$ cat src/hdl/dims_regs.svh
/*
  constants for the dual interface mode select front-end: debounce timing,
  counter width, input defaults and the reset values of the device's connector outputs.
  assumes a 20 MHz clk_sys on both ends; included by the package users.

// Behaviour
// host asserts mode strap before power, always
// device ignores inputs for 19 ms debounce
// strap negated after debounce: card mode or silent
// strap never resampled on hard or soft reset
// strap lost in ata mode disables until power-off
// ata mode ignores card-only connector inputs
// reset polarity follows selected mode
// host drives both ctl selects; device uses one
// drive select inverts cable select; device uses one
// host sets select levels before power
// dma request and acknowledge come as a pair
// unused throttle or dma request held negated
// device grounds both detects; host sees presence
// selects, reset, strap default negated internally
// host resets all devices on insert or removal
// host detects insertion or removal at an address
// lock commands and change flags guard removal
// debounce counter from power-on reset latches mode
*/
`ifndef DIMS_REGS_SVH
`define DIMS_REGS_SVH

`define DIMS_CLK_HZ 20000000
`define DIMS_DEBOUNCE_US 19000
`define DIMS_DEBOUNCE_CYC ((`DIMS_DEBOUNCE_US * (`DIMS_CLK_HZ / 1000000)))
`define DIMS_CNT_W 20
`define DIMS_DETECT_RST 1'b0
`define DIMS_NEGATED_N 1'b1

`endif

$ cat src/hdl/dims_pkg.sv
/*
  types shared by both ends of the mode select link.
  assumes nothing beyond a SystemVerilog compiler.
*/
package dims_pkg;
  typedef enum logic [1:0] {
    DIMS_MODE_WAIT,
    DIMS_MODE_ATA,
    DIMS_MODE_CARD,
    DIMS_MODE_OFF
  } dims_mode_e;
endpackage

$ cat src/hdl/dims_link_if.sv
/*
  connector-side signals between host controller and device front-end.
  assumes both ends run on one clk_sys; the bench supplies power sequencing.
*/
`timescale 1ns/10ps
interface dims_link_if;
  logic ata_mode_strap_n;
  logic chip_select_cmd_n;
  logic chip_select_ctl_n;
  logic chip_select_ctl_alt_n;
  logic drive_select_n;
  logic cable_select;
  logic bus_reset_line;
  logic dma_request;
  logic dma_acknowledge_n;
  logic ready_throttle;
  logic presence_detect_a_n;
  logic presence_detect_b_n;
  logic card_addr_hi;
  logic card_write_n;
  logic voltage_sense_a_n;
  logic voltage_sense_b_n;

  modport host (
    output ata_mode_strap_n, chip_select_cmd_n, chip_select_ctl_n,
    output chip_select_ctl_alt_n, drive_select_n, cable_select,
    output bus_reset_line, dma_acknowledge_n,
    input dma_request, ready_throttle, presence_detect_a_n,
    input presence_detect_b_n, voltage_sense_a_n, voltage_sense_b_n
  );
  modport device (
    input ata_mode_strap_n, chip_select_cmd_n, chip_select_ctl_n,
    input chip_select_ctl_alt_n, drive_select_n, cable_select,
    input bus_reset_line, dma_acknowledge_n, card_addr_hi, card_write_n,
    output dma_request, ready_throttle, presence_detect_a_n,
    output presence_detect_b_n
  );
endinterface

$ cat src/hdl/dims_device.sv
/*
  device end: debounces power-up, latches the interface mode from the strap,
  qualifies connector selects and reset by mode, and drives the detect pins.
  assumes reset is the power-on reset; the ata hard/soft reset arrives on
  the link and never reaches the mode latch.
*/
`timescale 1ns/10ps
`include "dims_regs.svh"
module dims_device #(
  parameter int unsigned DEBOUNCE_CYC = `DIMS_DEBOUNCE_CYC,
  parameter bit HAS_DMA = 1'b0,
  parameter bit HAS_THROTTLE = 1'b0,
  parameter bit USE_CABLE_SEL = 1'b1
) (
  input wire logic clk_sys,
  input wire logic reset,
  input wire logic clk_en,
  dims_link_if.device link,
  input wire logic dev_dma_req,
  input wire logic dev_not_ready,
  output dims_pkg::dims_mode_e mode,
  output logic cmd_select,
  output logic ctl_select,
  output logic dma_ack,
  output logic dev_reset,
  output logic is_device1
);
  import dims_pkg::*;

  // connector pins in synchroniser order
  localparam int NS = 7;
  localparam int IX_STRAP = 6;
  localparam int IX_CS_CMD = 5;
  localparam int IX_CS_CTL = 4;
  localparam int IX_DRV_SEL = 3;
  localparam int IX_CAB_SEL = 2;
  localparam int IX_RST = 1;
  localparam int IX_DACK = 0;
  // every connector input the device reads goes through two flops; defaults are negated levels,
  // so a half-mated connector can neither select nor reset the device
  localparam logic [NS-1:0] SYNC_RST = {NS{`DIMS_NEGATED_N}};
  wire [NS-1:0] raw_w;
  logic [NS-1:0] s1_q;
  logic [NS-1:0] s2_q;

  assign raw_w[IX_STRAP] = link.ata_mode_strap_n;
  assign raw_w[IX_CS_CMD] = link.chip_select_cmd_n;
  assign raw_w[IX_CS_CTL] = link.chip_select_ctl_n;
  assign raw_w[IX_DRV_SEL] = link.drive_select_n;
  assign raw_w[IX_CAB_SEL] = link.cable_select;
  assign raw_w[IX_RST] = link.bus_reset_line;
  assign raw_w[IX_DACK] = link.dma_acknowledge_n;

  // nothing but the second flop reads the first, so no logic ever sees
  // a metastable level
  always_ff @(posedge clk_sys) begin
    if (reset) begin
      s1_q <= SYNC_RST;
      s2_q <= SYNC_RST;
    end else if (clk_en) begin
      s1_q <= raw_w;
      s2_q <= s1_q;
    end
  end

  wire strap_n_w = s2_q[IX_STRAP];
  wire cs_cmd_n_w = s2_q[IX_CS_CMD];
  // only the primary ctl select position is wired; the alternate is unused
  wire cs_ctl_n_w = s2_q[IX_CS_CTL];
  wire drv_sel_n_w = s2_q[IX_DRV_SEL];
  wire cab_sel_w = s2_q[IX_CAB_SEL];
  wire rst_line_w = s2_q[IX_RST];
  wire dack_n_w = s2_q[IX_DACK];

  // card-only inputs (upper address, write strobe) are deliberately unread,
  // so stray card-mode traffic never reaches the ata logic


  logic [`DIMS_CNT_W-1:0] cnt_q;
  logic [`DIMS_CNT_W-1:0] cnt_d;
  dims_mode_e mode_q;
  dims_mode_e mode_d;
  wire done_w = (cnt_q >= `DIMS_CNT_W'(DEBOUNCE_CYC - 1));
  // the counter parks at its end value, so the window closes exactly once
  assign cnt_d = done_w ? cnt_q : cnt_q + `DIMS_CNT_W'(1);

  always_comb begin
    mode_d = mode_q;
    case (mode_q)
      DIMS_MODE_WAIT: begin
        if (done_w) begin
          mode_d = strap_n_w ? DIMS_MODE_CARD : DIMS_MODE_ATA;
        end
      end
      DIMS_MODE_ATA: begin
        if (strap_n_w) begin
          mode_d = DIMS_MODE_OFF;
        end
      end
      // card mode and disabled hold until the next power-on reset
      DIMS_MODE_CARD: begin
        mode_d = DIMS_MODE_CARD;
      end
      DIMS_MODE_OFF: begin
        mode_d = DIMS_MODE_OFF;
      end
      default: begin
        mode_d = DIMS_MODE_OFF;
      end
    endcase
  end

  // debounce window restarts only with power-on reset
  always_ff @(posedge clk_sys) begin
    if (reset) begin
      cnt_q <= '0;
    end else if (clk_en) begin
      cnt_q <= cnt_d;
    end
  end

  // only power-on reset clears the mode; bus resets never touch it
  always_ff @(posedge clk_sys) begin
    if (reset) begin
      mode_q <= DIMS_MODE_WAIT;
    end else if (clk_en) begin
      mode_q <= mode_d;
    end
  end

  wire ata_w = (mode_q == DIMS_MODE_ATA);
  wire card_w = (mode_q == DIMS_MODE_CARD);
  // reset line is active low in ata mode and active high in card mode
  wire rst_act_w = ata_w ? !rst_line_w : (card_w ? rst_line_w : 1'b1);

  // while waiting or disabled nothing is selected and reset is held
  wire cmd_d = ata_w && !cs_cmd_n_w;
  wire ctl_d = ata_w && !cs_ctl_n_w;
  wire dack_d = HAS_DMA && ata_w && !dack_n_w;
  wire drst_d = rst_act_w;
  // cable select is the default; the inverted drive select is the fallback
  wire dev1_sel_w = USE_CABLE_SEL ? cab_sel_w : !drv_sel_n_w;
  wire dev1_d = ata_w && dev1_sel_w;

  logic cmd_q;
  logic ctl_q;
  logic dack_q;
  logic drst_q;
  logic dev1_q;

  // one short flop per output keeps each reset value in plain sight
  always_ff @(posedge clk_sys) begin
    if (reset) begin
      cmd_q <= 1'b0;
    end else if (clk_en) begin
      cmd_q <= cmd_d;
    end
  end

  always_ff @(posedge clk_sys) begin
    if (reset) begin
      ctl_q <= 1'b0;
    end else if (clk_en) begin
      ctl_q <= ctl_d;
    end
  end

  always_ff @(posedge clk_sys) begin
    if (reset) begin
      dack_q <= 1'b0;
    end else if (clk_en) begin
      dack_q <= dack_d;
    end
  end

  always_ff @(posedge clk_sys) begin
    if (reset) begin
      drst_q <= 1'b1;
    end else if (clk_en) begin
      drst_q <= drst_d;
    end
  end

  always_ff @(posedge clk_sys) begin
    if (reset) begin
      dev1_q <= 1'b0;
    end else if (clk_en) begin
      dev1_q <= dev1_d;
    end
  end

  // registered outputs, straight from their flops
  assign mode = mode_q;
  assign cmd_select = cmd_q;
  assign ctl_select = ctl_q;
  assign dma_ack = dack_q;
  assign dev_reset = drst_q;
  assign is_device1 = dev1_q;

  // unimplemented optional outputs stay negated
  wire dreq_w = HAS_DMA && ata_w && dev_dma_req;
  // throttle is high for ready, so an unsupported throttle stays high
  wire stall_w = HAS_THROTTLE && ata_w && dev_not_ready;
  assign link.dma_request = dreq_w;
  assign link.ready_throttle = !stall_w;
  // detect pins are tied low so the host sees the device straight away
  assign link.presence_detect_a_n = `DIMS_DETECT_RST;
  assign link.presence_detect_b_n = `DIMS_DETECT_RST;
endmodule

$ cat src/flat_wrapper.sv
// flat-port wrapper written by rule: the top's interface ports become plain ports
module dims_device_flat import dims_pkg::*;
#(
  parameter int unsigned DEBOUNCE_CYC = `DIMS_DEBOUNCE_CYC,
  parameter bit HAS_DMA = 1'b0,
  parameter bit HAS_THROTTLE = 1'b0,
  parameter bit USE_CABLE_SEL = 1'b1
)
  (clk_sys, reset, clk_en, dev_dma_req, dev_not_ready, mode, cmd_select, ctl_select, dma_ack, dev_reset, is_device1, link_ata_mode_strap_n, link_chip_select_cmd_n, link_chip_select_ctl_n, link_chip_select_ctl_alt_n, link_drive_select_n, link_cable_select, link_bus_reset_line, link_dma_acknowledge_n, link_card_addr_hi, link_card_write_n, link_dma_request, link_ready_throttle, link_presence_detect_a_n, link_presence_detect_b_n);
  dims_link_if link_i ();
  input wire logic clk_sys;
  input wire logic reset;
  input wire logic clk_en;
  input wire logic dev_dma_req;
  input wire logic dev_not_ready;
  output dims_pkg::dims_mode_e mode;
  output logic cmd_select;
  output logic ctl_select;
  output logic dma_ack;
  output logic dev_reset;
  output logic is_device1;
  input wire logic [$bits(link_i.ata_mode_strap_n)-1:0] link_ata_mode_strap_n;
  input wire logic [$bits(link_i.chip_select_cmd_n)-1:0] link_chip_select_cmd_n;
  input wire logic [$bits(link_i.chip_select_ctl_n)-1:0] link_chip_select_ctl_n;
  input wire logic [$bits(link_i.chip_select_ctl_alt_n)-1:0] link_chip_select_ctl_alt_n;
  input wire logic [$bits(link_i.drive_select_n)-1:0] link_drive_select_n;
  input wire logic [$bits(link_i.cable_select)-1:0] link_cable_select;
  input wire logic [$bits(link_i.bus_reset_line)-1:0] link_bus_reset_line;
  input wire logic [$bits(link_i.dma_acknowledge_n)-1:0] link_dma_acknowledge_n;
  input wire logic [$bits(link_i.card_addr_hi)-1:0] link_card_addr_hi;
  input wire logic [$bits(link_i.card_write_n)-1:0] link_card_write_n;
  output wire logic [$bits(link_i.dma_request)-1:0] link_dma_request;
  output wire logic [$bits(link_i.ready_throttle)-1:0] link_ready_throttle;
  output wire logic [$bits(link_i.presence_detect_a_n)-1:0] link_presence_detect_a_n;
  output wire logic [$bits(link_i.presence_detect_b_n)-1:0] link_presence_detect_b_n;
  assign link_i.ata_mode_strap_n = link_ata_mode_strap_n;
  assign link_i.chip_select_cmd_n = link_chip_select_cmd_n;
  assign link_i.chip_select_ctl_n = link_chip_select_ctl_n;
  assign link_i.chip_select_ctl_alt_n = link_chip_select_ctl_alt_n;
  assign link_i.drive_select_n = link_drive_select_n;
  assign link_i.cable_select = link_cable_select;
  assign link_i.bus_reset_line = link_bus_reset_line;
  assign link_i.dma_acknowledge_n = link_dma_acknowledge_n;
  assign link_i.card_addr_hi = link_card_addr_hi;
  assign link_i.card_write_n = link_card_write_n;
  assign link_dma_request = link_i.dma_request;
  assign link_ready_throttle = link_i.ready_throttle;
  assign link_presence_detect_a_n = link_i.presence_detect_a_n;
  assign link_presence_detect_b_n = link_i.presence_detect_b_n;
  dims_device #(.DEBOUNCE_CYC(DEBOUNCE_CYC), .HAS_DMA(HAS_DMA), .HAS_THROTTLE(HAS_THROTTLE), .USE_CABLE_SEL(USE_CABLE_SEL)) u_core (.clk_sys(clk_sys), .reset(reset), .clk_en(clk_en), .link(link_i), .dev_dma_req(dev_dma_req), .dev_not_ready(dev_not_ready), .mode(mode), .cmd_select(cmd_select), .ctl_select(ctl_select), .dma_ack(dma_ack), .dev_reset(dev_reset), .is_device1(is_device1));
endmodule
$ cat config.mk
export PLATFORM = sky130hd
export DESIGN_NAME = dims_device_flat
export DESIGN_NICKNAME = d
export VERILOG_FILES = /design/src/hdl/dims_pkg.sv /design/src/hdl/dims_link_if.sv /design/src/hdl/dims_device.sv /design/src/flat_wrapper.sv
export VERILOG_INCLUDE_DIRS = /design/src /design/src/hdl
export SDC_FILE = /design/constraint.sdc
export NUM_CORES = 1
export LEC_CHECK = 0
export BUFFER_PORTS_ARGS = -buffer_cell sky130_fd_sc_hd__buf_2
export CAP_MARGIN = 40
export CORE_ASPECT_RATIO = 1.4
export CORE_UTILIZATION = 45
export CTS_CLUSTER_DIAMETER = 120
export DETAILED_ROUTE_END_ITERATION = 7
export GPL_TIMING_DRIVEN = 1
export PLACE_DENSITY = 0.62
export SYNTH_ARGS = -nofsm -noshare
export SYNTH_HDL_FRONTEND = slang
export SYNTH_SLANG_ARGS = --single-unit
$ cat constraint.sdc
create_clock -name clk_sys -period 4.9 [get_ports clk_sys]
set_input_delay 0.49 -clock clk_sys [delete_from_list [all_inputs] [get_ports clk_sys]]
set_output_delay 0.49 -clock clk_sys [all_outputs]
set_load 0.02 [all_outputs]
======== Word-level counts from Yosys, hierarchy flattened ========
Index checks and enable logic that the tools add are counted.
cells by class
  $add $sub $neg .......................... 1
  equality and inequality tests ........... 5
  bitwise operators ....................... 1
  muxes and demuxes ....................... 6
  reductions and logical operators ........ 9
  $lt $le $gt $ge ......................... 1
operator list
  operator                                                                                count
  20-bit by 1-bit adder with 20-bit output (second input constant)                        1
  20-bit by 19-bit greater-or-equal comparator with 1-bit output (second input constant)  1
  2-bit case mux with 4 select lines                                                      1
  2-bit 2-to-1 mux                                                                        3
  2-bit equality test (second input constant)                                             2
  2-bit by 1-bit != test with 1-bit output (second input constant)                        2
  1-bit logical AND                                                                       3
  1-bit logical NOT                                                                       3
  3-bit AND reduction                                                                     1
  2-bit by 1-bit equality test with 1-bit output (second input constant)                  1
  2-bit logical NOT                                                                       1
  1-bit 2-to-1 mux                                                                        2
  2-bit AND reduction                                                                     1
  1-bit inverter                                                                          1
storage, ports and cells
  output and inout bits ................... 11
  logic and storage cells ................. 31
  flip-flop bits (word level) ............. 40
  input port bits ......................... 15

======== Logic depth before layout (Yosys ltp) ========
  depth in word-level cells ............... 3
  depth in mapped cells ................... 6
  depth with buffers taken out ............ 6

======== Least setup slack after synthesis ========
Ideal clock, no wire load.
  path type ............................... register to register
  start ................................... register u_core.cnt_q[6]
  end ..................................... register u_core.cnt_q[8]
  required time ........................... 4777 ps
  period minus slack after synthesis ...... 1865 ps
  data arrival time ....................... 1741 ps
  buffers on the path ..................... 1
  slack ................................... 3035 ps
  library setup time ...................... 123 ps
  cell stages (with the launch flop) ...... 7
  path through ............................ dfxtp_1 a211o_1 a311o_1 buf_6 a21oi_4 nand4_1 mux2_1
on the way
  word-level cells in the longest chain between the ends .. 3
  elaborated cells on any way between the ends .. 4
  classes of those cells .................. 1 x add/sub; 1 x order compare; 1 x bitwise; 1 x reduce/logical
RTL lines
  what                                                            line                text
  from (decl)                                                     dims_device.sv:79   logic [`DIMS_CNT_W-1:0] cnt_q;
  from (signal assigned)                                          dims_device.sv:118  cnt_q <= cnt_d;
  20-bit by 19-bit greater-or-equal comparator with 1-bit output  dims_device.sv:83   wire done_w = (cnt_q >= `DIMS_CNT_W'(DEBOUNCE_CYC - 1));
  1-bit inverter (no source line)                                 n/a
  2-bit AND reduction (no source line)                            n/a
Several ways; a longest one is shown, not always the timed one.
A chain may end at the register's enable or synchronous reset.

======== Worst setup path after layout ========
  start ................................... input clk_en
  end ..................................... register u_core.cnt_q[8]
on the way
  word-level cells in the longest chain between the ends .. 1
RTL lines
  what                                  line                text
  from (decl)                           flat_wrapper.sv:13  input wire logic clk_en;
  2-bit AND reduction (no source line)  n/a
Every way passes these cells.

==> impl_results.md <==
- Outcome: completed
- Synth unique cells: 36
- CTS H-tree depth: 2
- Least-Margin Pin Slew: 0.845 ns
- Fillers: about 340
- Overflow after GRT: 0
- Die ar.: approximately 4000 um^2
- Hold Path Stages: 2
- # port buffers: 13
- Pre-Repair DR Iteration Count: 4
- Worst Setup Path Type: in2reg
- Synthesis Warnings: 0
- Setup bufs post-CTS: 0
- Via density: 5.51
- Final Net Count: 214
- Initial antenna violation count: 0
- Max_slew headroom: 43.1%
- Worst r2r dst: u_core.cnt_q[8]
- Post-CTS sizing: 0
- Final min period: 2.13 ns
- Final core utilization: a little over half
- Hold Crit Start: link_bus_reset_line
- Global Route Usage Sum: 18.1%
- Final Setup Violations: 0
- # DRC: 0
- Antenna-violating nets left: 0
- Core box area: 3470 um^2
- Worst Hold End: u_core.s1_q[1]
- GPL Wtd Cong: 0.756
- Area growth from synthesis to layout: 8.57%
- CP max FO: 30
- Share of cells above drive strength 1: around 14%
- Worst EP arrival: 2.30 ns
- Reg2reg start: u_core.cnt_q[6]
- Unrepaired setup endpoints after global routing: no
- Largest net degree at the start of global routing: 42
- Reg2reg path depth: 5
- Leakage: 0.709 nW
- Skew final: 0.00624 ns
- DR vias: between 1000 and 1500
- CTS tree: yes
- Standard-cell rows: 25
- Max Buffers Root-to-Sink: 2
- Final slew viol count: 0
- Register area share after synthesis: a little over two fifths
- Global-route wire length before repair: 5.20 mm
- PwrDens: 305 nW/um^2
- Synth Instances: 188
- Achievable Freq: 0.470 GHz
- R2R Setup Slk: 2.81 ns
- Max IR drop VDD: around 240 uV
- Routed WL: roughly 3.1 mm
- DR WL/cell: 13.0 um
- #FFs+latches synth: 36
- Die Span Y: ~74 um
- Initial Util: 48.4%
- Die W: 53.6 um
- Clock sink total: 36
- Clock root buffer: clkbuf_8
- Cell area after synthesis: between 1500 and 2000 um^2
- Post-CTS Hold Buffers: 0
- Worst path required time: 5.07 ns
- Crit. End Element: register
- Max-Cap Viols: 0
- IO Count: 26
- Final Cycle Share: 43.4%
- Final Hold Fails: 0
- Hold Path Class: in2reg
- Fin Setup TNS: 0 ns
- Ant. Diodes: 0
- DRT iter0 DRCs: 37
- Crit path launch type: input port
- CTS buffer count: 5
- Post-DP HPWL: 2.13 mm
- Latest clock arrival within the worst-skew pair: 0.28 ns
- Clock transition at the registers of the reported paths: 0.07 ns
- Mapped Avg Cell Area: 8.93 um^2
- Vias in the first global route: 1204
kinds of logic after synthesis:
kind of cell | Yosys count | share of synthesized area, %
compound gates | 34 | 16.7
xor+xnor | 11 | 5.74
fa+ha+maj | 1 | 0.745
buf+inv | 17 | 5.36
flops | 36 | 42.9
mux | 7 | 4.47
other cells | 2 | 0.447
simple gates | 80 | 23.6
through the flow:
stage | setup WS, ns | power [mW] | std cells | instance area [um^2] | hold WS (ns)
6_report | 2.77 | 0.555 | 239 | 1820 | 0.411
5_1_grt | 2.62 | 0.578 | 239 | 1820 | 0.406
4_1_cts | 2.80 | 0.561 | 239 | 1820 | 0.403
3_5_place_dp | 2.50 | 0.347 | 231 | 1730 | 0.446
3_3_place_gp | 2.54 | 0.345 | 231 | 1730 | 0.433
2_1_floorplan | 3.04 | 0.342 | 191 | 1690 | 0.427
synthesized netlist by cell type, drive strengths merged:
cell type | number | area [um^2]
dfxtp | 36 | 721
nor2 | 29 | 109
nor2b | 15 | 93.8
a211o | 12 | 105
a21oi | 8 | 51.3
nand2 | 8 | 30.0
nand3 | 8 | 40.0
buf | 7 | 52.6
xnor2 | 7 | 61.3
clkbuf | 6 | 22.5
a211oi | 5 | 37.5
nand4 | 5 | 31.3
and3 | 4 | 25.0
inv | 4 | 15.0
mux2 | 4 | 45.0
xor2 | 4 | 35.0
mux2i | 3 | 30.0
nand2b | 3 | 18.8
nor3 | 3 | 15.0
a2111oi | 2 | 20.0
a311o | 2 | 21.3
a41oi | 2 | 17.5
conb | 2 | 7.51
nor4 | 2 | 12.5
a21bo | 1 | 10.0
a31o | 1 | 8.76
ha | 1 | 12.5
nand3b | 1 | 7.51
nor3b | 1 | 7.51
o2111ai | 1 | 8.76
or2 | 1 | 6.26
registers in the layout, indices dropped and copies added, names as in the netlist:
register	cells
u_core.cnt_q	20
u_core.cmd_select	1
u_core.s2_q	5
u_core.is_device1	1
u_core.mode	2
u_core.s1_q	5
u_core.dev_reset	1
u_core.ctl_select	1
metal layers:
layer | vias up | wire [um] | GRT usage (%) | part of all wire [%]
li1 | 673 | - | - | -
met1 | 625 | 1380 | 20.8 | 45
met2 | 17 | 1610 | 30.4 | 52
met3 | 2 | 92 | 5.52 | 3.0
met4 | 0 | 26 | 7.89 | 0.84
met5 | - | 0 | 0 | 0
layout by cell type, fill, tap and decap left out, types with 2 or more instances in the layout:
cell type,count
buf_2,13
xor2_1,4
a2111oi_1,2
nor4_1,2
nor2b_1,15
nand2_1,8
dfxtp_1,36
mux2i_1,3
and3_1,4
nor3_1,3
mux2_1,2
nand2b_1,3
mux2_2,2
inv_1,4
nor2_1,29
a211o_1,12
nand4_1,5
nand3_1,8
a21oi_1,7
a41oi_1,2
clkinv_2,2
xnor2_1,7
a211oi_1,5
conb_1,5
clkbuf_8,6
cell type report:
cell class	instances	area (um^2)	area share, %
Clock buffer	6	82.6	4.53
Clock inverter	2	10.0	0.549
Inverter	4	15.0	0.824
Multi-Input combinational cell	138	880	48.2
Sequential cell	36	721	39.5
Tap cell	40	50.0	2.75
Timing Repair Buffer	13	65.1	3.57
worst max-delay path by stage:
stage	from	endpoint	slack [ns]
6_report	clk_en	u_core.cnt_q[8]	2.77
5_1_grt	clk_en	u_core.cnt_q[8]	2.62
4_1_cts	clk_en	u_core.cnt_q[8]	2.80
3_5_place_dp	clk_en	u_core.cnt_q[8]	2.50
3_3_place_gp	clk_en	u_core.cnt_q[8]	2.54
2_1_floorplan	u_core.cnt_q[6]	u_core.cnt_q[8]	3.04
where the power goes:
group / leakage [nW] / switching [mW] / internal, mW / total, mW
sequential: 0.293 / 0.00547 / 0.300 / 0.306
clock: 0.0510 / 0.103 / 0.112 / 0.215
combinational: 0.365 / 0.0209 / 0.0137 / 0.0346
total: 0.709 / 0.129 / 0.426 / 0.555
worst max-delay path: stages:
cell and delay (ns):
buf_2 0.40, o2111ai_1 0.49, a21oi_4 0.44, nand4_1 0.15, mux2_1 0.32
(Power assumes the default switching activity.)
